`config.mk`:
```
export PLATFORM = sky130hd
export DESIGN_NAME = apms_port
export DESIGN_NICKNAME = d
export VERILOG_FILES = /design/src/hdl/apms_pkg.sv /design/src/hdl/apms_fifo_if.sv /design/src/hdl/apms_fifo.sv /design/src/hdl/apms_tick_div.sv /design/src/hdl/apms_port.sv
export SDC_FILE = /design/constraint.sdc
export NUM_CORES = 1
export LEC_CHECK = 0
export ABC_AREA = 1
export BUFFER_PORTS_ARGS = -buffer_cell sky130_fd_sc_hd__buf_2
export CAP_MARGIN = 20
export CORE_ASPECT_RATIO = 0.5
export CORE_MARGIN = 2
export CORE_UTILIZATION = 55
export DETAILED_ROUTE_END_ITERATION = 8
export GPL_TIMING_DRIVEN = 0
export PLACE_DENSITY = 0.75
export SETUP_SLACK_MARGIN = 0.2
export SYNTH_ARGS = -nofsm -noshare
export SYNTH_HDL_FRONTEND = slang
export SYNTH_SLANG_ARGS = --single-unit
```
`constraint.sdc`:
```
create_clock -name mclk -period 3.05 [get_ports mclk]
set_input_delay 0.61 -clock mclk [delete_from_list [all_inputs] [get_ports mclk]]
set_output_delay 0.61 -clock mclk [all_outputs]
set_load 0.005 [all_outputs]
```
`src/hdl/apms_pkg.sv`:
```
`default_nettype none
package apms_pkg;
  localparam int MCLK_PERIOD_NS = 100;
  localparam int SCLK_MIN_PERIOD_NS_0 = 25;
  localparam int SCLK_MIN_PERIOD_NS_1 = 50;
  localparam int SCLK_MIN_PERIOD_NS_2 = 100;
  localparam int SCLK_MIN_PERIOD_NS_3 = 200;

  // half period of the internal serial clock in mclk cycles, rounded up, at least one
  function automatic int apms_half_cycles(input int period_ns);
    int c;
    c = (period_ns + 2 * MCLK_PERIOD_NS - 1) / (2 * MCLK_PERIOD_NS);
    return (c < 1) ? 1 : c;
  endfunction : apms_half_cycles

  localparam int HALF_W = 8;
  localparam logic [HALF_W-1:0] SCLK_HALF_0 = HALF_W'(apms_half_cycles(SCLK_MIN_PERIOD_NS_0));
  localparam logic [HALF_W-1:0] SCLK_HALF_1 = HALF_W'(apms_half_cycles(SCLK_MIN_PERIOD_NS_1));
  localparam logic [HALF_W-1:0] SCLK_HALF_2 = HALF_W'(apms_half_cycles(SCLK_MIN_PERIOD_NS_2));
  localparam logic [HALF_W-1:0] SCLK_HALF_3 = HALF_W'(apms_half_cycles(SCLK_MIN_PERIOD_NS_3));

  localparam int RESULT_W = 16;
  localparam int WORD_W = 32;
  localparam int FIFO_DEPTH = 4;
  localparam int BITCNT_W = 6;
  localparam logic [BITCNT_W-1:0] FRAME_BITS = 6'h20;

  // data bus pin positions reused by the serial port
  localparam int D_DIV_LO = 2;
  localparam int D_DIV_HI = 3;
  localparam int D_CLK_SRC = 4;
  localparam int D_FRAME_POL = 5;
  localparam int D_CLK_INV = 6;
  localparam int D_RD_TIMING = 7;
  localparam int D_SERIAL_DATA_OUT = 8;
  localparam int BYTE_W = 8;

  localparam logic [15:0] OE_PARALLEL = 16'hffff;
  localparam logic [15:0] OE_SERIAL = 16'h0100;

  typedef enum logic [2:0] {
    ST_IDLE = 3'b001,
    ST_SHIFT = 3'b010,
    ST_GAP = 3'b100
  } apms_state_t;
endpackage : apms_pkg
`default_nettype wire

```
`src/hdl/apms_fifo_if.sv`:
```
`timescale 1ns/100ps
`default_nettype none
interface apms_fifo_if #(
  parameter int WIDTH = 32
);
  logic wr_valid;
  logic wr_ready;
  logic [WIDTH-1:0] wr_data;
  logic rd_valid;
  logic rd_ready;
  logic [WIDTH-1:0] rd_data;
  modport fifo (input wr_valid, wr_data, rd_ready, output wr_ready, rd_valid, rd_data);
  modport user (output wr_valid, wr_data, rd_ready, input wr_ready, rd_valid, rd_data);
endinterface : apms_fifo_if
`default_nettype wire

```
`src/hdl/apms_fifo.sv`:
```
`timescale 1ns/100ps
`default_nettype none
module apms_fifo #(
  parameter int WIDTH = 32,
  parameter int DEPTH = 4
) (
  input wire logic mclk,
  input wire logic resetn,
  apms_fifo_if.fifo port
);
  localparam int AW = (DEPTH > 1) ? $clog2(DEPTH) : 1;
  logic [WIDTH-1:0] mem [DEPTH];
  logic [AW-1:0] wptr;
  logic [AW-1:0] rptr;
  logic [AW:0] count;
  logic push;
  logic pop;

  assign port.wr_ready = (count != (AW+1)'(DEPTH));
  assign port.rd_valid = (count != '0);
  assign port.rd_data = mem[rptr];
  assign push = port.wr_valid && port.wr_ready;
  assign pop = port.rd_valid && port.rd_ready;

  always_ff @(posedge mclk) begin
    if (push) begin
      mem[wptr] <= port.wr_data;
    end
  end

  always_ff @(posedge mclk or negedge resetn) begin
    if (!resetn) begin
      wptr <= '0;
      rptr <= '0;
      count <= '0;
    end else begin
      if (push) begin
        wptr <= (wptr == AW'(DEPTH - 1)) ? '0 : AW'(wptr + 1'b1);
      end
      if (pop) begin
        rptr <= (rptr == AW'(DEPTH - 1)) ? '0 : AW'(rptr + 1'b1);
      end
      count <= AW'(0) + count + (AW+1)'(push) - (AW+1)'(pop);
    end
  end
endmodule : apms_fifo
`default_nettype wire

```
`src/hdl/apms_tick_div.sv`:
```
`timescale 1ns/100ps
`default_nettype none
module apms_tick_div #(
  parameter int CNT_W = 8
) (
  input wire logic mclk,
  input wire logic resetn,
  input wire logic run,
  input wire logic [CNT_W-1:0] half_cycles,
  output logic tick
);
  logic [CNT_W-1:0] cnt;

  always_ff @(posedge mclk or negedge resetn) begin
    if (!resetn) begin
      cnt <= '0;
      tick <= 1'b0;
    end else if (!run) begin
      cnt <= '0;
      tick <= 1'b0;
    end else if (cnt >= CNT_W'(half_cycles - 1'b1)) begin
      cnt <= '0;
      tick <= 1'b1;
    end else begin
      cnt <= CNT_W'(cnt + 1'b1);
      tick <= 1'b0;
    end
  end
endmodule : apms_tick_div
`default_nettype wire

```
`src/hdl/apms_port.sv`:
```
// Contract
// - pair select low samples the first input of each channel, high the second.
// - byte order low puts the low byte on d[7:0] and high byte on d[15:8], high swaps them.
// - in parallel mode channel order low presents channel B, high channel A.
// - in serial mode channel order high shifts A then B, low shifts B then A.
// - low-power select high runs reduced-power mode, low runs normal mode.
// - port type low uses the parallel port, high the serial port on reused data pins.
// - serial mode floats data bits 0 and 1, parallel mode drives them as result bits.
// - in serial master read-after-convert data bits 2 and 3 form the clock divider code.
// - every other serial mode ignores the divider inputs.
// - serial with clock source low is master and drives the internal serial clock.
// - serial with clock source high is slave and shifts on the host's serial clock.
// - frame is active high when frame polarity is low and active low when high.
// - divider codes 0 to 3 give least serial clock periods of 25, 50, 100, 200 ns.
// - internal clocking reads during conversion when read timing is high, after it when low.
// - the clock invert input flips the serial clock sense in master and slave modes.
// - both results sit in a 32-bit shift register sent most significant bit first.
`timescale 1ns/100ps
`default_nettype none
module apms_port
  import apms_pkg::*;
#(
  parameter int DEPTH = FIFO_DEPTH
) (
  input wire logic mclk,
  input wire logic resetn,
  input wire logic input_pair_select,
  input wire logic byte_lane_order,
  input wire logic chan_order_select,
  input wire logic low_power_select,
  input wire logic port_type_select,
  input wire logic [15:0] data_in,
  output logic [15:0] data_out,
  output logic [15:0] data_oe,
  input wire logic sclk_in,
  output logic sclk_out,
  output logic sclk_oe,
  output logic frame_out,
  output logic frame_oe,
  input wire logic conv_start,
  input wire logic conv_busy,
  input wire logic result_valid,
  input wire logic [RESULT_W-1:0] chan_a_result,
  input wire logic [RESULT_W-1:0] chan_b_result,
  output logic result_ready,
  output logic mux_second_pair,
  output logic reduced_power
);
  localparam int SYNC_W = 12;

  logic [SYNC_W-1:0] sync1;
  logic [SYNC_W-1:0] sync2;
  logic pair_s;
  logic byte_order_s;
  logic chan_order_s;
  logic low_power_s;
  logic serial_mode;
  logic [1:0] div_code_s;
  logic clk_src_s;
  logic frame_pol_s;
  logic clk_inv_s;
  logic rd_timing_s;
  logic sclk_s;
  logic sclk_eff_d;

  apms_fifo_if #(.WIDTH(WORD_W)) fq ();

  // results queue: channel A in the upper half
  // a full queue holds the core off rather than losing a result
  assign fq.wr_valid = result_valid;
  assign fq.wr_data = {chan_a_result, chan_b_result};
  assign result_ready = fq.wr_ready;

  apms_fifo #(.WIDTH(WORD_W), .DEPTH(DEPTH)) u_fifo (
    .mclk(mclk),
    .resetn(resetn),
    .port(fq)
  );

  // pins come from the host's domain
  always_ff @(posedge mclk or negedge resetn) begin
    if (!resetn) begin
      sync1 <= '0;
      sync2 <= '0;
    end else begin
      sync1 <= {port_type_select, low_power_select, chan_order_select, byte_lane_order,
                input_pair_select, data_in[D_RD_TIMING:D_DIV_LO], sclk_in};
      sync2 <= sync1;
    end
  end

  assign sclk_s = sync2[0];
  assign div_code_s = sync2[D_DIV_HI-1:D_DIV_LO-1];
  assign clk_src_s = sync2[D_CLK_SRC-1];
  assign frame_pol_s = sync2[D_FRAME_POL-1];
  assign clk_inv_s = sync2[D_CLK_INV-1];
  assign rd_timing_s = sync2[D_RD_TIMING-1];
  assign pair_s = sync2[7];
  assign byte_order_s = sync2[8];
  assign chan_order_s = sync2[9];
  assign low_power_s = sync2[10];
  assign serial_mode = sync2[11];

  always_ff @(posedge mclk or negedge resetn) begin
    if (!resetn) begin
      mux_second_pair <= 1'b0;
      reduced_power <= 1'b0;
    end else begin
      mux_second_pair <= pair_s;
      reduced_power <= low_power_s;
    end
  end

  logic master;
  logic slave;
  logic master_rac;
  logic [HALF_W-1:0] half_sel;

  assign master = serial_mode && !clk_src_s;
  assign slave = serial_mode && clk_src_s;
  assign master_rac = master && !rd_timing_s;

  // the divider code only matters in master read-after-convert
  always_comb begin
    half_sel = SCLK_HALF_0;
    if (master_rac) begin
      case (div_code_s)
        2'b00: half_sel = SCLK_HALF_0;
        2'b01: half_sel = SCLK_HALF_1;
        2'b10: half_sel = SCLK_HALF_2;
        default: half_sel = SCLK_HALF_3;
      endcase
    end
  end

  apms_state_t state;
  logic [WORD_W-1:0] shreg;
  logic [BITCNT_W-1:0] bits_left;
  logic sclk_level;
  logic div_tick;
  logic frame_active;
  logic start_ok;
  logic ser_pop;
  logic par_pop;
  logic shift_ev;
  logic [WORD_W-1:0] order_word;

  assign frame_active = (state == ST_SHIFT);

  // at 10 MHz every code rounds up to one cycle a half, slower than the fastest code allows
  apms_tick_div #(.CNT_W(HALF_W)) u_div (
    .mclk(mclk),
    .resetn(resetn),
    .run(frame_active && master),
    .half_cycles(half_sel),
    .tick(div_tick)
  );

  // start of a serial read
  always_comb begin
    start_ok = 1'b0;
    if (master && !rd_timing_s) begin
      start_ok = !conv_busy;
    end else if (master) begin
      start_ok = conv_start;
    end else if (slave) begin
      start_ok = 1'b1;
    end
  end

  assign ser_pop = serial_mode && (state == ST_IDLE) && fq.rd_valid && start_ok;
  assign par_pop = !serial_mode && fq.rd_valid;
  assign fq.rd_ready = ser_pop || par_pop;

  // order of channels on the wire
  assign order_word = chan_order_s ? fq.rd_data
                                   : {fq.rd_data[RESULT_W-1:0], fq.rd_data[WORD_W-1:RESULT_W]};

  // slave shifts on the falling edge of the effective host clock
  // the sync chain costs two cycles, so the host clock must stay slow against mclk
  always_ff @(posedge mclk or negedge resetn) begin
    if (!resetn) begin
      sclk_eff_d <= 1'b0;
    end else begin
      sclk_eff_d <= sclk_s ^ clk_inv_s;
    end
  end

  always_comb begin
    shift_ev = 1'b0;
    if (master) begin
      shift_ev = div_tick && sclk_level;
    end else if (slave) begin
      shift_ev = sclk_eff_d && !(sclk_s ^ clk_inv_s);
    end
  end

  // mode pins are read live, a change mid-frame is the host's fault
  always_ff @(posedge mclk or negedge resetn) begin
    if (!resetn) begin
      state <= ST_IDLE;
      shreg <= '0;
      bits_left <= '0;
    end else begin
      case (state)
        ST_IDLE: begin
          if (ser_pop) begin
            shreg <= order_word;
            bits_left <= FRAME_BITS;
            state <= ST_SHIFT;
          end
        end
        ST_SHIFT: begin
          if (!serial_mode) begin
            state <= ST_GAP;
          end else if (shift_ev) begin
            shreg <= {shreg[WORD_W-2:0], 1'b0};
            bits_left <= BITCNT_W'(bits_left - 1'b1);
            if (bits_left == BITCNT_W'(1)) begin
              state <= ST_GAP;
            end
          end
        end
        ST_GAP: state <= ST_IDLE;
        default: state <= ST_IDLE;
      endcase
    end
  end

  always_ff @(posedge mclk or negedge resetn) begin
    if (!resetn) begin
      sclk_level <= 1'b0;
    end else if (!frame_active || !master) begin
      sclk_level <= 1'b0;
    end else if (div_tick) begin
      sclk_level <= !sclk_level;
    end
  end

  // parallel output word, refreshed on each parallel-mode pop
  logic [15:0] par_out;
  logic [15:0] next_par_out;
  logic [RESULT_W-1:0] chosen;

  always_comb begin
    chosen = chan_order_s ? fq.rd_data[WORD_W-1:RESULT_W] : fq.rd_data[RESULT_W-1:0];
    next_par_out = byte_order_s ? {chosen[BYTE_W-1:0], chosen[15:BYTE_W]} : chosen;
  end

  always_ff @(posedge mclk or negedge resetn) begin
    if (!resetn) begin
      par_out <= '0;
    end else if (par_pop) begin
      par_out <= next_par_out;
    end
  end

  always_comb begin
    data_out = par_out;
    data_oe = OE_PARALLEL;
    if (serial_mode) begin
      data_out = '0;
      data_out[D_SERIAL_DATA_OUT] = shreg[WORD_W-1];
      data_oe = OE_SERIAL;
    end
  end

  assign sclk_out = master ? (sclk_level ^ clk_inv_s) : 1'b0;
  assign sclk_oe = master;
  assign frame_out = serial_mode ? (frame_active ^ frame_pol_s) : 1'b0;
  assign frame_oe = serial_mode;

  // checking helpers
  logic [BITCNT_W:0] shift_total;
  always_ff @(posedge mclk or negedge resetn) begin
    if (!resetn) begin
      shift_total <= '0;
    end else if (ser_pop) begin
      shift_total <= '0;
    end else if (frame_active && shift_ev) begin
      shift_total <= (BITCNT_W+1)'(shift_total + 1'b1);
    end
  end
endmodule : apms_port
`default_nettype wire

```
==> impl_metrics.json <==
{
  "buffer_ports.inserted": 84,
  "synth_top_area_cell": "sky130_fd_sc_hd__edfxtp_1",
  "reg2reg_depth": 9,
  "final_critical_path_share_of_the_clock_period": 0.8704,
  "crit_start": "state[2]",
  "synth_area_per_cell_um2": 9.427,
  "fp.dieH_um": 97.04,
  "post_dp_cell_area_mm2": 0.01037,
  "grt_remaining_overflow": 0,
  "worstPathCellList": "nor3_1, buf_2, buf_4, a21oi_1, o21a_1, buf_2",
  "maxcap_viol_count": 0,
  "synth.area.top_cells": "sky130_fd_sc_hd__edfxtp_1 (40%), sky130_fd_sc_hd__dfrtp_1 (23%), sky130_fd_sc_hd__nand2_1 (19%)",
  "layout-drive-gt1-share": 0.1551,
  "rsz0062_at_grt": "no",
  "cts_root_buf": "sky130_fd_sc_hd__clkbuf_16",
  "finalWorstPathRequiredPeriod_ns": 2.655,
  "grt_max_degree": 50,
  "yosys_warning_total": 0,
  "h-tree-depth": 1,
  "post-route-drc-count": 0,
  "grt_usage": 0.2458,
  "setup_viol_count_final": 0,
  "area.growth.synth_to_final_pct": 16.74,
  "netlist.area_leader.share": 0.4037,
  "worst_path_most_repeated_cell": "sky130_fd_sc_hd__buf_2",
  "clk_pin_slew_worst_paths_ns": 0.07,
  "startpoint_type": "flop",
  "route.detailed.vias_per_inst": 5.269,
  "synthSimpleGateAreaFrac": 0.2774,
  "mappedNetlistNets": 1079,
  "final_nets": 1190,
  "worst_r2r_startpoint": "u_fifo.count[1]",
  "critical-path-slowest-cell": "sky130_fd_sc_hd__dfrtp_1",
  "initial_utilization": 0.5722,
  "die-width_um": 190.1,
  "cts_tree": "built",
  "core_mm2": 0.01664,
  "vdd_ir_drop_max_v": 0.0004888,
  "main_combinational_cell_family_by_area_after_synthesis": "simple AND/OR/NAND/NOR gates",
  "highest_net_fanout_along_the_worst_path": 10,
  "cts-root-to-sink-buffers": 3,
  "proportion_of_synthesized_area_in_mux_cells": 0,
  "postLayoutCoreUtil": 0.6680,
  "r2r_setup_slack_ns": 0.57,
  "drtPass1Iterations": 5,
  "worst_skew_pair_later_pin_latency_ns": 0.51,
  "max-slew-margin-rel": 0.5575,
  "route.final.wire_length_mm": 21.94,
  "drt_iter0_markers": 573,
  "design.portCount": 98,
  "numCtsBuffers": 20,
  "static_leak_uw": 0.005223,
  "hold_class": "primary input to async pin",
  "dp.final_hpwl_mm": 14.89,
  "worst_r2r_endpoint": "u_fifo.count[2]",
  "post-cts-setup-buffers": 0,
  "insertedDiodeCount": 0,
  "setup.worst_path.class": "flop to primary output",
  "run_status": "complete, no violations",
  "powerDensity_mw_per_mm2": 1028,
  "worstPathArrival_ns": 2.04,
  "design.die.area_mm2": 0.01844,
  "synthesis.area_mm2": 0.009522,
  "register_bit_count_reported_by_yosys": 217,
  "grt_first_pass_wirelength_mm": 35.34,
  "grt_antenna_before_repair": 0,
  "ctsHoldBuffers": 0,
  "timing_worst_slew_pin_value_ns": 0.6637,
  "drt-wirelength-per-cell_um": 16.11,
  "synthDistinctLibCells": 29,
  "synth-compound-area-share": 0.007622,
  "hold_violations": 0,
  "top_achievable_clock_speed_mhz": 376.7,
  "place.gp.congestion": 0.8879,
  "drtAntennaViolNets": 0,
  "finClkSkew_ns": 0.02403,
  "via_count_of_the_first_global_routing_pass": 6904,
  "post_cts_resize_count": 0,
  "placed_cells": 1326,
  "stdcell_area_mm2": 0.01112,
  "cell_rows": 33,
  "cp.required_ns": 2.44,
  "critical_path.max_stage_delay_ns": 0.38,
  "post_synthesis_adder_cell_area_fraction": 0.01393,
  "yosys.area_share.xor_xnor": 0.005519,
  "layout.cells.non_filler": 1362,
  "clock_sink_count": 217,
  "syn_inst": 1010,
  "slew_violations": 0,
  "portion_of_the_post_synthesis_area_used_by_sequential_elements": 0.6377,
  "endpoint_kind": "primary output",
  "route.vias.total": 7176
}
## layout make-up
type	instances	area [um2]
sequential	217	6072
fill	1279	5524
clock buffer	27	546.8
timing repair buffer	89	538.0
buffer	64	364.1
inverter	46	182.7
multi-input combinational	683	2933
clock inverter	9	195.2
tap	227	284.0
## flip-flops by register name, summed over array words and instances (netlist names)
signal           cells
u_fifo.wptr          2
par_out             16
state                3
bits_left            6
u_div.tick           1
u_fifo.rptr          2
reduced_power        1
sync2               10
sync1               10
shreg               32
u_fifo.mem         128
mux_second_pair      1
u_fifo.count         3
sclk_eff_d           1
sclk_level           1
## cell families (layout without fill, tap and decap cells)
logic type      after synthesis  in the layout
xor+xnor                      6              6
fa+ha+maj                    10             10
compound gates               14             14
other cells                   1              1
simple gates                652            652
buf+inv                     110            235
flops                       217            217
## metal layers
metal / routed length, um / global-route usage / up-vias
met3: 1986 / 0.05007 / 46
met5: 0 / 0 / -
met4: 553 / 0.07215 / 0
li1: - / - / 3448
met1: 9862 / 0.3603 / 3378
met2: 9540 / 0.3737 / 304
## stage by stage
| stage | total power, uW | TNS, ns | hold WS [ns] | setup slack [ns] |
|---|---|---|---|---|
| final | 11420 | 0 | 0.1204 | 0.3952 |
| after global routing | 12210 | 0 | 0.1757 | 0.3040 |
| after CTS | 11410 | 0 | 0.1404 | 0.3818 |
| after detailed placement | 8585 | 0 | 0.3347 | 0.6134 |
| after global placement | 8345 | -75.52 | 0.3330 | -0.6232 |
| after floorplan | 7135 | 0 | 0.3144 | 0.5532 |
## where the power goes
part           total (uW)  switching (uW)  internal, uW  leakage (uW)
Clock                2780            1080          1700      0.000352
Sequential           4230             306          3930       0.00225
Combinational        4410            3030          1380       0.00262
## cell usage in the layout, fill, tap and decap left out, drive strengths merged, types with 3 or more instances in the layout
master,n
o21ai,12
bufinv,5
edfxtp,128
nand2,498
clkinv,4
xor2,3
nor2,30
xnor2,3
ha,9
nor3,4
inv,45
clkbuf,43
buf,137
nand3,119
dfrtp,88
## worst max-delay path by stage
stage,end,slack [ns],depth (start not counted)
finish,frame_out,0.40,6
global route,frame_out,0.30,6
CTS,frame_out,0.38,6
detailed placement,u_fifo.count[2],0.61,11
global placement,u_fifo.mem[2][30],-0.62,3
floorplan,u_fifo.mem[0][0],0.55,2
## critical path, delay by kind of cell (launching register included)
kind,cells,cell delay (ns)
simple gates,1,0.34
buf+inv,3,0.63
compound gates,2,0.20
flops,1,0.38
## cells in the mapped netlist
cell type,count
sky130_fd_sc_hd__o21ai_0,10
sky130_fd_sc_hd__inv_1,44
sky130_fd_sc_hd__a21oi_1,1
sky130_fd_sc_hd__o21a_1,1
sky130_fd_sc_hd__dfrtp_1,88
sky130_fd_sc_hd__o21ai_1,2
sky130_fd_sc_hd__clkinv_4,1
sky130_fd_sc_hd__nand2_2,3
sky130_fd_sc_hd__xnor2_1,3
sky130_fd_sc_hd__nor2_8,1
sky130_fd_sc_hd__nor3_1,4
sky130_fd_sc_hd__nand2_4,1
sky130_fd_sc_hd__clkbuf_1,16
sky130_fd_sc_hd__buf_2,24
sky130_fd_sc_hd__ha_1,9
sky130_fd_sc_hd__nand3_1,118
sky130_fd_sc_hd__buf_4,17
sky130_fd_sc_hd__inv_6,1
sky130_fd_sc_hd__dfstp_2,1
sky130_fd_sc_hd__nand2_1,494
sky130_fd_sc_hd__nand3b_1,1
sky130_fd_sc_hd__edfxtp_1,128
sky130_fd_sc_hd__nor2_1,29
sky130_fd_sc_hd__nand3_2,1
sky130_fd_sc_hd__conb_1,1
sky130_fd_sc_hd__buf_1,3
sky130_fd_sc_hd__fa_1,1
sky130_fd_sc_hd__buf_6,4
sky130_fd_sc_hd__xor2_1,3
Power figures use the tool's default switching activity.
